### config.mk
export PLATFORM = sky130hd
export DESIGN_NAME = gsr_core
export DESIGN_NICKNAME = d
export VERILOG_FILES = /design/src/core/gsr_pkg.sv /design/src/core/gsr_pin_if.sv /design/src/core/gsr_pin_sync.sv /design/src/core/gsr_core.sv
export SDC_FILE = /design/constraint.sdc
export NUM_CORES = 1
export LEC_CHECK = 0
export BUFFER_PORTS_ARGS = -buffer_cell sky130_fd_sc_hd__buf_2
export CORE_MARGIN = 4
export CORE_UTILIZATION = 43
export DETAILED_ROUTE_END_ITERATION = 10
export PLACE_DENSITY = 0.67
export SLEW_MARGIN = 25
export SYNTH_ARGS = -nofsm -noshare
export SYNTH_HDL_FRONTEND = slang
export SYNTH_SLANG_ARGS = --single-unit
### constraint.sdc
create_clock -name hclk -period 6.3 [get_ports hclk]
set_input_delay 0.945 -clock hclk [delete_from_list [all_inputs] [get_ports hclk]]
set_output_delay 0.945 -clock hclk [all_outputs]
set_load 0.005 [all_outputs]
### src/core/gsr_pkg.sv
package gsr_pkg;

  // ****************************************
  // Register indices (byte address = 4 x index)
  // ****************************************
  localparam logic [7:0] IDX_PIN01_ROUTE   = 8'h23; // Pin 0 and pin 1 route codes
  localparam logic [7:0] IDX_PIN2_ROUTE    = 8'h24; // Pin 2 route code
  localparam logic [7:0] IDX_INPUT_LEVELS  = 8'h25; // Sampled pin levels
  localparam logic [7:0] IDX_STAMP_SYNC    = 8'h26; // Stamp and sync control
  localparam logic [7:0] IDX_STAMP_CAPTURE = 8'h30; // Capture arm and seen flag
  localparam logic [7:0] IDX_STAMP_VALUE   = 8'h31; // Captured time value

  // ****************************************
  // Field positions
  // ****************************************
  localparam int POS_PIN1_CODE   = 8;  // Pin 1 code in the shared word
  localparam int POS_SLEEP_LEVEL = 8;  // Sleep level of slot outputs
  localparam int POS_EDGE_INVERT = 7;  // Stamp edge: 0 rising, 1 falling
  localparam int POS_STAMP_KEEP  = 6;  // Keep capture armed after a hit
  localparam int POS_STAMP_PIN   = 4;  // Stamp pin select, two bits
  localparam int POS_PACE_ENABLE = 2;  // Outside pacing enable
  localparam int POS_PACE_PIN    = 0;  // Outside pacing pin, two bits
  localparam int POS_CAPT_ARM    = 0;  // Capture armed
  localparam int POS_CAPT_SEEN   = 1;  // Capture happened, write one to clear

  // ****************************************
  // Reset values
  // ****************************************
  localparam logic [15:0] RST_PIN01 = 16'h0000;
  localparam logic [7:0]  RST_PIN2  = 8'h00;
  localparam logic [8:0]  RST_CTRL  = 9'h000;

  // ****************************************
  // Route codes
  // ****************************************
  localparam logic [7:0] CODE_LOW      = 8'h00; // Constant low
  localparam logic [7:0] CODE_HIGH     = 8'h01; // Constant high
  localparam logic [7:0] CODE_MOD_A    = 8'h40; // First slot modulation pulse
  localparam logic [7:0] CODE_MOD_L    = 8'h4b; // Last slot modulation pulse
  localparam logic [7:0] CODE_MOD_ANY  = 8'h4f; // Active slot modulation pulse
  localparam logic [7:0] CODE_DC_A     = 8'h50; // Data cycle, slot A
  localparam logic [7:0] CODE_DC_J     = 8'h59; // Data cycle, slot J
  localparam logic [7:0] CODE_DC_ANY   = 8'h5a; // Data cycle, any slot
  localparam logic [7:0] CODE_DC_K     = 8'h5b; // Data cycle, slot K
  localparam logic [7:0] CODE_DC_L     = 8'h5f; // Data cycle, slot L

  // Pin select values for stamp and pacing
  localparam logic [1:0] SEL_PIN0 = 2'h0;
  localparam logic [1:0] SEL_PIN1 = 2'h1;
  localparam logic [1:0] SEL_PIN2 = 2'h2;

  // Read phase states
  typedef enum logic [1:0] {
    GSR_RD_IDLE = 2'b01,
    GSR_RD_WAIT = 2'b10
  } gsr_rd_state_t;

endpackage

### src/core/gsr_pin_if.sv
`timescale 1ns/1ps
// Synchronised pin levels and edges from the pin front end to the core
interface gsr_pin_if;
  logic [3:0] level; // Synchronised level of every pin
  logic [2:0] rise;  // One-cycle rising edge, pins 0 to 2
  logic [2:0] fall;  // One-cycle falling edge, pins 0 to 2
  modport front (output level, rise, fall);
  modport core  (input level, rise, fall);
endinterface

### src/core/gsr_pin_sync.sv
`timescale 1ns/1ps
module gsr_pin_sync
(
  input  wire logic       hclk,
  input  wire logic       hresetn,
  input  wire logic [3:0] pin_in,
  gsr_pin_if.front        pins
);

  // ****************************************
  // Synchroniser and edge detector
  // ****************************************
  logic [3:0] stage1; // First stage, read only by stage2
  logic [3:0] stage2; // Stable level
  logic [2:0] stage3; // Previous level for edges

  // Two-flop synchroniser then one delay for edges
  always_ff @(posedge hclk or negedge hresetn)
  begin
    if (!hresetn)
    begin
      stage1 <= 4'h0;
      stage2 <= 4'h0;
      stage3 <= 3'h0;
    end
    else
    begin
      stage1 <= pin_in;
      stage2 <= stage1;
      stage3 <= stage2[2:0];
    end
  end

  assign pins.level = stage2;
  assign pins.rise  = stage2[2:0] & ~stage3;
  assign pins.fall  = ~stage2[2:0] & stage3;

endmodule // gsr_pin_sync

### src/core/gsr_core.sv
// Decided for this implementation: register access over AHB-Lite.
`timescale 1ns/1ps
module gsr_core
#(
  parameter int NUM_SLOTS = 12, // Time slots A to L
  parameter int STAMP_W   = 16  // Width of the time base
)
(
  input  wire logic                 hclk,
  input  wire logic                 hresetn,
  input  wire logic                 hsel,
  input  wire logic [31:0]          haddr,
  input  wire logic [1:0]           htrans,
  input  wire logic                 hwrite,
  input  wire logic [2:0]           hsize,
  input  wire logic [31:0]          hwdata,
  input  wire logic                 hready,
  output logic      [31:0]          hrdata,
  output logic                      hreadyout,
  output logic                      hresp,
  input  wire logic [NUM_SLOTS-1:0] slot_mod_pulse,
  input  wire logic [NUM_SLOTS-1:0] slot_data_cycle,
  input  wire logic                 slot_asleep,
  input  wire logic                 period_tick,
  input  wire logic [3:0]           pin_in,
  input  wire logic [3:0]           pin_in_enable,
  output logic      [2:0]           pin_out,
  output logic                      sample_start
);

  // ****************************************
  // Elaboration checks
  // ****************************************
  if (NUM_SLOTS != 12) $error("NUM_SLOTS must be 12");
  if (STAMP_W < 1 || STAMP_W > 32) $error("STAMP_W must be 1 to 32");

  // ****************************************
  // Declarations
  // ****************************************
  gsr_pin_if              pins ();        // Synchronised pin levels and edges
  logic [15:0]            pin01_route;    // Pin 1 code high, pin 0 code low
  logic [7:0]             pin2_route;     // Pin 2 code
  logic [8:0]             ctrl;           // Stamp and sync control bits
  logic                   capt_arm;       // Stamp capture armed
  logic                   capt_seen;      // A capture has happened
  logic [STAMP_W-1:0]     time_base;      // Free-running time base
  logic [STAMP_W-1:0]     stamp_value;    // Time of last capture
  logic [7:0]             dp_index;       // Register index of data phase
  logic                   dp_write;       // Write data phase pending
  logic                   dp_read;        // Read data phase pending
  gsr_pkg::gsr_rd_state_t rd_state;       // Read wait state tracker
  logic                   addr_ok;        // Address phase accepted
  logic                   wr_en;          // Write strobe this cycle
  logic                   stamp_edge;     // Qualifying stamp edge
  logic                   pace_edge;      // Rising edge on pacing pin
  logic [2:0]             next_pin_out;   // Next pin drive values

  // Picks one of pins 0 to 2; value 3 selects nothing
  function automatic logic pick_pin(input logic [2:0] v, input logic [1:0] sel);
    case (sel)
      gsr_pkg::SEL_PIN0: pick_pin = v[0];
      gsr_pkg::SEL_PIN1: pick_pin = v[1];
      gsr_pkg::SEL_PIN2: pick_pin = v[2];
      default:           pick_pin = 1'b0;
    endcase
  endfunction

  // Decodes one route code into a pin level
  function automatic logic route(input logic [7:0] code, input logic [11:0] mod,
                                 input logic [11:0] dc, input logic asleep,
                                 input logic sleep_lvl);
    logic slot_bit;
    logic slot_spec;
    slot_bit  = 1'b0;
    slot_spec = 1'b1;
    if (code >= gsr_pkg::CODE_MOD_A && code <= gsr_pkg::CODE_MOD_L)
      slot_bit = mod[code[3:0]];
    else if (code == gsr_pkg::CODE_MOD_ANY)
      slot_bit = |mod;
    else if (code >= gsr_pkg::CODE_DC_A && code <= gsr_pkg::CODE_DC_J)
      slot_bit = dc[code[3:0]];
    else if (code == gsr_pkg::CODE_DC_ANY)
      slot_bit = |dc;
    else if (code == gsr_pkg::CODE_DC_K)
      slot_bit = dc[10];
    else if (code == gsr_pkg::CODE_DC_L)
      slot_bit = dc[11];
    else
      slot_spec = 1'b0;
    if (slot_spec)
      route = asleep ? sleep_lvl : slot_bit;
    else
      route = (code == gsr_pkg::CODE_HIGH);
  endfunction

  // ****************************************
  // Pin front end
  // ****************************************
  gsr_pin_sync u_sync
  (
    .hclk    (hclk),
    .hresetn (hresetn),
    .pin_in  (pin_in),
    .pins    (pins.front)
  );

  // ****************************************
  // Bus slave
  // ****************************************
  assign addr_ok   = hsel && htrans[1] && hready;
  assign wr_en     = dp_write;
  assign hresp     = 1'b0;
  assign hreadyout = !(dp_read && rd_state == gsr_pkg::GSR_RD_IDLE);

  // Address phase capture
  always_ff @(posedge hclk or negedge hresetn)
  begin
    if (!hresetn)
    begin
      dp_index <= 8'h00;
      dp_write <= 1'b0;
      dp_read  <= 1'b0;
    end
    else if (hreadyout)
    begin
      dp_index <= haddr[9:2];
      dp_write <= addr_ok && hwrite;
      dp_read  <= addr_ok && !hwrite;
    end
  end

  // Read wait state: data is registered one cycle into the data phase
  always_ff @(posedge hclk or negedge hresetn)
  begin
    if (!hresetn)
      rd_state <= gsr_pkg::GSR_RD_IDLE;
    else
      case (rd_state)
        gsr_pkg::GSR_RD_IDLE: if (dp_read) rd_state <= gsr_pkg::GSR_RD_WAIT;
        gsr_pkg::GSR_RD_WAIT: rd_state <= gsr_pkg::GSR_RD_IDLE;
        default:              rd_state <= gsr_pkg::GSR_RD_IDLE;
      endcase
  end

  // Read data mux; unmapped reads return zero
  always_ff @(posedge hclk or negedge hresetn)
  begin
    if (!hresetn)
      hrdata <= 32'h0000_0000;
    else if (dp_read && rd_state == gsr_pkg::GSR_RD_IDLE)
      case (dp_index)
        gsr_pkg::IDX_PIN01_ROUTE:   hrdata <= {16'h0000, pin01_route};
        gsr_pkg::IDX_PIN2_ROUTE:    hrdata <= {24'h000000, pin2_route};
        gsr_pkg::IDX_INPUT_LEVELS:
          hrdata <= {28'h0000000, pins.level & pin_in_enable};
        gsr_pkg::IDX_STAMP_SYNC:    hrdata <= {23'h000000, ctrl};
        gsr_pkg::IDX_STAMP_CAPTURE: hrdata <= {30'h00000000, capt_seen, capt_arm};
        gsr_pkg::IDX_STAMP_VALUE:   hrdata <= 32'(stamp_value);
        default:                    hrdata <= 32'h0000_0000;
      endcase
  end

  // ****************************************
  // Configuration registers
  // ****************************************
  // Route codes and control bits
  always_ff @(posedge hclk or negedge hresetn)
  begin
    if (!hresetn)
    begin
      pin01_route <= gsr_pkg::RST_PIN01;
      pin2_route  <= gsr_pkg::RST_PIN2;
      ctrl        <= gsr_pkg::RST_CTRL;
    end
    else if (wr_en)
      case (dp_index)
        gsr_pkg::IDX_PIN01_ROUTE: pin01_route <= hwdata[15:0];
        gsr_pkg::IDX_PIN2_ROUTE:  pin2_route  <= hwdata[7:0];
        gsr_pkg::IDX_STAMP_SYNC:  ctrl <= {hwdata[8:4], 1'b0, hwdata[2:0]};
        default:                  ;
      endcase
  end

  // ****************************************
  // Pin drive
  // ****************************************
  always_comb
  begin
    next_pin_out[0] = route(pin01_route[7:0], slot_mod_pulse, slot_data_cycle,
                            slot_asleep, ctrl[gsr_pkg::POS_SLEEP_LEVEL]);
    next_pin_out[1] = route(pin01_route[15:8], slot_mod_pulse, slot_data_cycle,
                            slot_asleep, ctrl[gsr_pkg::POS_SLEEP_LEVEL]);
    next_pin_out[2] = route(pin2_route, slot_mod_pulse, slot_data_cycle,
                            slot_asleep, ctrl[gsr_pkg::POS_SLEEP_LEVEL]);
  end

  // Registered pin outputs
  always_ff @(posedge hclk or negedge hresetn)
  begin
    if (!hresetn)
      pin_out <= 3'h0;
    else
      pin_out <= next_pin_out;
  end

  // ****************************************
  // Time stamp capture
  // ****************************************
  assign stamp_edge = pick_pin(ctrl[gsr_pkg::POS_EDGE_INVERT] ? pins.fall : pins.rise,
                               ctrl[gsr_pkg::POS_STAMP_PIN +: 2]);

  // Free-running time base
  always_ff @(posedge hclk or negedge hresetn)
  begin
    if (!hresetn)
      time_base <= '0;
    else
      time_base <= time_base + 1'b1;
  end

  // Arm, seen flag and captured value; a hit beats a clearing write
  always_ff @(posedge hclk or negedge hresetn)
  begin
    if (!hresetn)
    begin
      capt_arm    <= 1'b0;
      capt_seen   <= 1'b0;
      stamp_value <= '0;
    end
    else
    begin
      if (wr_en && dp_index == gsr_pkg::IDX_STAMP_CAPTURE)
      begin
        capt_arm <= hwdata[gsr_pkg::POS_CAPT_ARM];
        if (hwdata[gsr_pkg::POS_CAPT_SEEN])
          capt_seen <= 1'b0;
      end
      else if (capt_arm && stamp_edge && !ctrl[gsr_pkg::POS_STAMP_KEEP])
        capt_arm <= 1'b0;
      if (capt_arm && stamp_edge)
      begin
        stamp_value <= time_base;
        capt_seen   <= 1'b1;
      end
    end
  end

  // ****************************************
  // Sample pacing
  // ****************************************
  assign pace_edge = pick_pin(pins.rise, ctrl[gsr_pkg::POS_PACE_PIN +: 2]);

  // Sample start comes from the pin or from the period counter
  always_ff @(posedge hclk or negedge hresetn)
  begin
    if (!hresetn)
      sample_start <= 1'b0;
    else if (ctrl[gsr_pkg::POS_PACE_ENABLE])
      sample_start <= pace_edge;
    else
      sample_start <= period_tick;
  end

  // ****************************************
  // Assertions
  // ****************************************
  AST_MOD_B: assert property (@(posedge hclk) disable iff (!hresetn)
    pin01_route[15:8] == 8'h41 && !slot_asleep |=> pin_out[1] == $past(slot_mod_pulse[1]))
    else $error("pin 1 not following slot B modulation");

  AST_MOD_ANY: assert property (@(posedge hclk) disable iff (!hresetn)
    pin2_route == 8'h4f && !slot_asleep |=> pin_out[2] == $past(|slot_mod_pulse))
    else $error("pin 2 not following active slot modulation");

  AST_DC_L: assert property (@(posedge hclk) disable iff (!hresetn)
    pin2_route == 8'h5f && !slot_asleep |=> pin_out[2] == $past(slot_data_cycle[11]))
    else $error("pin 2 not following slot L data cycle");

  AST_DC_ANY: assert property (@(posedge hclk) disable iff (!hresetn)
    pin01_route[7:0] == 8'h5a && !slot_asleep |=> pin_out[0] == $past(|slot_data_cycle))
    else $error("pin 0 not following any slot data cycle");

  AST_SLEEP: assert property (@(posedge hclk) disable iff (!hresetn)
    pin2_route == 8'h41 && slot_asleep |=> pin_out[2] == $past(ctrl[8]))
    else $error("sleep level not driven");

  AST_DISARM: assert property (@(posedge hclk) disable iff (!hresetn)
    capt_arm && stamp_edge && !ctrl[6] && !wr_en |=> !capt_arm && capt_seen)
    else $error("capture did not disarm");

  AST_KEEP: assert property (@(posedge hclk) disable iff (!hresetn)
    capt_arm && stamp_edge && ctrl[6] && !wr_en |=> capt_arm ##1 capt_arm || !stamp_edge)
    else $error("capture disarmed while kept");

  AST_FALL: assert property (@(posedge hclk) disable iff (!hresetn)
    ctrl[7] && ctrl[5:4] == 2'h1 && capt_arm && $fell(pins.level[1]) |-> stamp_edge)
    else $error("falling edge on pin 1 not taken");

  AST_PACE: assert property (@(posedge hclk) disable iff (!hresetn)
    ctrl[2] && ctrl[1:0] == 2'h2 && $rose(pins.level[2]) |=> sample_start)
    else $error("pacing edge on pin 2 lost");

  AST_PERIOD: assert property (@(posedge hclk) disable iff (!hresetn)
    !ctrl[2] |=> sample_start == $past(period_tick))
    else $error("period tick not passed");

  AST_READ: assert property (@(posedge hclk) disable iff (!hresetn)
    dp_read && !hreadyout |=> hreadyout [*1])
    else $error("read wait longer than one cycle");

  COV_CAPTURE: cover property (@(posedge hclk) disable iff (!hresetn)
    capt_arm && stamp_edge);
  COV_PACE: cover property (@(posedge hclk) disable iff (!hresetn)
    ctrl[2] && pace_edge ##1 sample_start);
  COV_READ: cover property (@(posedge hclk) disable iff (!hresetn)
    dp_read ##1 hreadyout);

endmodule // gsr_core

=== Word-level counts from Yosys, hierarchy flattened ===
Index checks and enable logic that the tools add are counted.
Widths: inputs -> output; s select.

* Mux-type cells: 66
* Bitwise gates (word level): 5
* Equal/unequal tests: 27
* Reduce and logical (&&, ||, !) cells: 28
* $add $sub $neg: 1
* Magnitude comparators: 15

{| class="wikitable"
|+ Operators with widths
! operator !! number
|-
| $eq 8x7->1 const B || 12
|-
| $pmux 16 s6 || 1
|-
| $mux 1 || 54
|-
| $eq 8x6->1 const B || 6
|-
| $ge 8x7->1 const B || 6
|-
| $le 8x7->1 const B || 6
|-
| $bmux 1 s4 || 6
|-
| $eq 8x1->1 const B || 3
|-
| $reduce_or 12->1 || 2
|-
| $add 16x1->16 const B || 1
|-
| $lt 4x5->1 const B || 3
|-
| $logic_and 1x1->1 || 14
|-
| $reduce_and 2->1 || 4
|-
| $and 3x3->3 || 2
|-
| $eq 2x1->1 const B || 3
|-
| $not 3->3 || 2
|-
| $pmux 1 s3 || 2
|-
| $reduce_bool 2->1 || 3
|-
| $and 4x4->4 || 1
|-
| $eq 2x2->1 const B || 2
|-
| $logic_not 2->1 || 2
|-
| $mux 2 || 2
|-
| $logic_not 1->1 || 3
|-
| $mux 3 || 1
|-
| $ne 2x2->1 const B || 1
|}

* Input port bits: 108
* Output and inout port bits: 38
* Register bits: 125

=== Longest topological paths before layout ===
* Word-level depth: 9
* Mapped depth: 8
* Mapped depth without buffers: 6

=== Modules after synthesis ===
A second synthesis with hierarchy kept.

* Cell total of the unflattened synthesis: 502
* Area, all modules: 5664.2 µm²

{| class="wikitable"
|+ By module, submodules not included
! module !! cells each !! times used !! area each (µm²) !! seq. area each (µm²)
|-
| gsr_core || 485 || 1 || 5336.4 || 2453.6
|-
| gsr_pin_sync || 17 || 1 || 327.8 || 275.3
|}

=== Worst setup path before layout ===
Ideal clock, no wire load.

* Kind: reg-to-output
* Start point: register rd_state[0]
* End point: output hreadyout
* Required time: 5355 ps
* Arrival time: 1227 ps
* Setup slack: 4128 ps
* Cell stages (with the launch flop): 6
* Buffers on the path: 3
* Cells stage by stage: dfstp_2 -> and3b_1 -> clkbuf_1 -> inv_1 -> clkbuf_1 -> buf_1

* Cells in the longest elaborated chain, start to end: 3

{| class="wikitable"
|+ RTL lines
! what !! line !! source
|-
| start, declared || gsr_core.sv:51 || <nowiki>gsr_pkg::gsr_rd_state_t rd_state;</nowiki>
|-
| start signal, assigned || gsr_core.sv:136 || <nowiki>rd_state <= gsr_pkg::GSR_RD_IDLE;</nowiki>
|-
| start signal, assigned || gsr_core.sv:139 || <nowiki>gsr_pkg::GSR_RD_IDLE: if (dp_read) rd_state <= gsr_pkg::GSR_RD_WAIT;</nowiki>
|-
| start signal, assigned || gsr_core.sv:140 || <nowiki>gsr_pkg::GSR_RD_WAIT: rd_state <= gsr_pkg::GSR_RD_IDLE;</nowiki>
|-
| $eq 2x1->1 || gsr_core.sv:113 || <nowiki>assign hreadyout = !(dp_read && rd_state == gsr_pkg::GSR_RD_IDLE);</nowiki>
|-
| $logic_and 1x1->1 || gsr_core.sv:113 ||
|-
| $logic_not 1->1 || gsr_core.sv:113 ||
|-
| end, declared || gsr_core.sv:19 || <nowiki>output logic hreadyout,</nowiki>
|}

No other way between the ends.

=== Worst setup path in the final report ===
Ends and elaborated chain as after synthesis.

==> results_dict.tcl <==
set metrics [dict create \
    status "finished, final reports clean" \
    power.density_nw_per_um2 263 \
    finalSetupViolCount 0 \
    gp_congestion 0.905 \
    grt_max_degree 75 \
    place_area_um2 6100 \
    die_h_um 123 \
    postSynthAreaPerCell_um2 11.3 \
    maxSlewViolCount 0 \
    final_cell_mix "dfrtp_1 (108), buf_2 (83), nand2_1 (60), mux2_2 (32)" \
    regArea_um2 2730 \
    async_flop_share_pct 100 \
    diodes 0 \
    fill_cells 1149 \
    slew_headroom_pct 34.5 \
    synth.cell_area_um2 5640 \
    reg2reg_slack_ns 3.62 \
    hold_class "flop to flop" \
    worstHoldStart "u_sync.stage1[0]$_DFF_PN0_" \
    synth_edf_count 0 \
    critPathMaxStageDelay_ns 0.51 \
    crit_fanout 29 \
    ys_warn_count 0 \
    min_to "u_sync.pins.level[0]$_DFF_PN0_" \
    clock_skew_ns 0.00967 \
    crit_type "flop to output port" \
    final_common_cell "dfrtp_1" \
    die_w_um 123 \
    drtIter0Drc 274 \
    cpLargestDelayFamily "buffers and inverters" \
    rsz0062_at_grt "no" \
    p_leak_nw 2.96 \
    cts_tree "done" \
    clock-sinks 109 \
    fmax_ghz 0.330 \
    gr-usage-all-layers_pct 18.3 \
    crit_required_ns 5.35 \
    vias 4241 \
    arrival_ns 2.09 \
    drive_gt1_share_pct 29.2 \
    cp.depth 3 \
    cap_violations 0 \
    start_util_pct 44.3 \
    reg2reg_to "pin01_route[10]$_DFFE_PN0P_" \
    cp-startpoint "rd_state[0]$_DFFE_PN1P_" \
    dp_hpwl_um 9840 \
    vias_per_cell 5.67 \
    synth_cell_type_count 62 \
    grt_pass1_vias 4236 \
    dieArea_um2 15000 \
    postLayoutCoreUtil_pct 50.5 \
    overflow 0 \
    hold_buffers 0 \
    cts_buffers 9 \
    period_share_pct 48.1 \
    htreeDepth 3 \
    whs_path_depth 0 \
    grt_pass1_wl_um 21700 \
    synth_flop_cell "dfrtp_1" \
    synthToLayoutAreaGrowth_pct 14.0 \
    ys_seq_elements 109 \
    netlist_instances 501 \
    clk_path_buf_depth 2 \
    clock_latency_ns 0.34 \
    path_cells "and3b_1 -> inv_1 -> buf_2" \
    crit_slowest_cell "dfstp_2" \
    tns_ns 0 \
    cts_setup_buffers 0 \
    hold_violations 0 \
    ir_worst_vdd_mv 0.128 \
    r2r_start "dp_index[3]$_DFFE_PN0N_" \
    wl_per_cell_um 18.0 \
    drtAntennaViolNets 0 \
    tightest_slew_ns 0.976 \
    startpoint_type "flop" \
    rr_worst_depth 4 \
    io_pins 146 \
    path_clk_slew_ns 0.07 \
    drc 0 \
    core-area_um2 12700 \
    dr.pass1.iters 5 \
    routed_wl_um 13400 \
    worstSetupEndpointType "output port" \
    post-route-cell-area_um2 6430 \
    cts-resized-gates 0 \
    multi_input_area_um2 2700 \
    rows 41 \
    ys_seq_area_share_pct 48.4 \
    path_buf_inv 2 \
    portBuffers 84 \
    cts.root.buffer_cell "clkbuf_16" \
    min_period_ns 3.03 \
    nets 680 \
    grt_antenna_before_repair 0 \
]
==> sequential cells by signal, indices dropped and copies added (netlist names) <==
name,flops
rd_state,2
pin01_route,16
time_base,16
capt_arm,1
ctrl,8
pin_out,3
stamp_value,16
u_sync.pins.level,4
u_sync.stage3,3
hrdata,16
pin2_route,8
capt_seen,1
dp_write,1
u_sync.stage1,4
dp_index,8
sample_start,1
dp_read,1
==> synth_stat cells (11+ instances only) <==
cell / n / area, µm²
a21oi_1: 17 / 85.1
nor4_1: 11 / 68.8
o21ai_0: 20 / 100
nand3_1: 12 / 60.1
nor2_1: 19 / 71.3
mux4_2: 13 / 293
nand2b_1: 14 / 87.6
clkbuf_1: 16 / 60.1
dfrtp_1: 108 / 2700
mux2_2: 32 / 360
buf_4: 19 / 143
nand2_1: 60 / 225
mux2i_1: 13 / 130
==> kinds of logic (layout without fill, tap and decap cells) <==
kind of cell | Yosys count | count (layout) | share of synthesized area [%]
DFF | 109 | 109 | 48.4
AOI/OAI and AO/OA | 89 | 89 | 10.6
and+or+nand+nor | 160 | 160 | 15.4
muxes | 77 | 77 | 18.3
other | 1 | 17 | 0.0665
adders and majority gates | 1 | 1 | 0.222
xor gates and xnor gates | 14 | 14 | 2.17
buffers and inverters | 50 | 109 | 4.84
==> layout make-up <==
cell class,count,area share (%)
clock buffer,11,3.93
clock inverter,5,0.876
inverter,7,0.409
multi-input combinational,358,42.0
sequential,109,42.5
tap,172,3.35
timing repair buffer,86,7.01
==> metal layers <==
layer / routed length [µm] / vias to the layer above / global-route usage [%]
met2: 6510 / 155 / 29.5
met3: 843 / 13 / 3.18
li1: - / 1939 / -
met5: 0 / - / 0
met4: 166 / 0 / 4.76
met1: 5920 / 2134 / 25.8
==> metrics by stage <==
| stage | hold slack (ns) | worst slack (ns) | instances | total power [mW] |
|---|---|---|---|---|
| 3_5_place_dp | 0.336 | 3.60 | 731 | 1.12 |
| 5_1_grt | 0.357 | 3.08 | 748 | 1.77 |
| 6_report | 0.350 | 3.27 | 748 | 1.69 |
| 4_1_cts | 0.352 | 3.23 | 747 | 1.70 |
| 3_3_place_gp | 0.334 | 3.63 | 731 | 1.11 |
| 2_1_floorplan | 0.331 | 4.13 | 517 | 1.03 |
==> how the worst max path moves through the flow <==
stage | slack (ns) | endpoint
2_1_floorplan | 4.13 | hreadyout
3_3_place_gp | 3.63 | hreadyout
4_1_cts | 3.23 | hreadyout
5_1_grt | 3.08 | hreadyout
6_report | 3.27 | hreadyout
3_5_place_dp | 3.60 | hreadyout
==> power by group <==
part / internal, mW / switching (mW)
Clock: 0.330 / 0.247
Sequential: 0.768 / 0.0858
Combinational: 0.118 / 0.141
(Power assumes the default switching activity.)
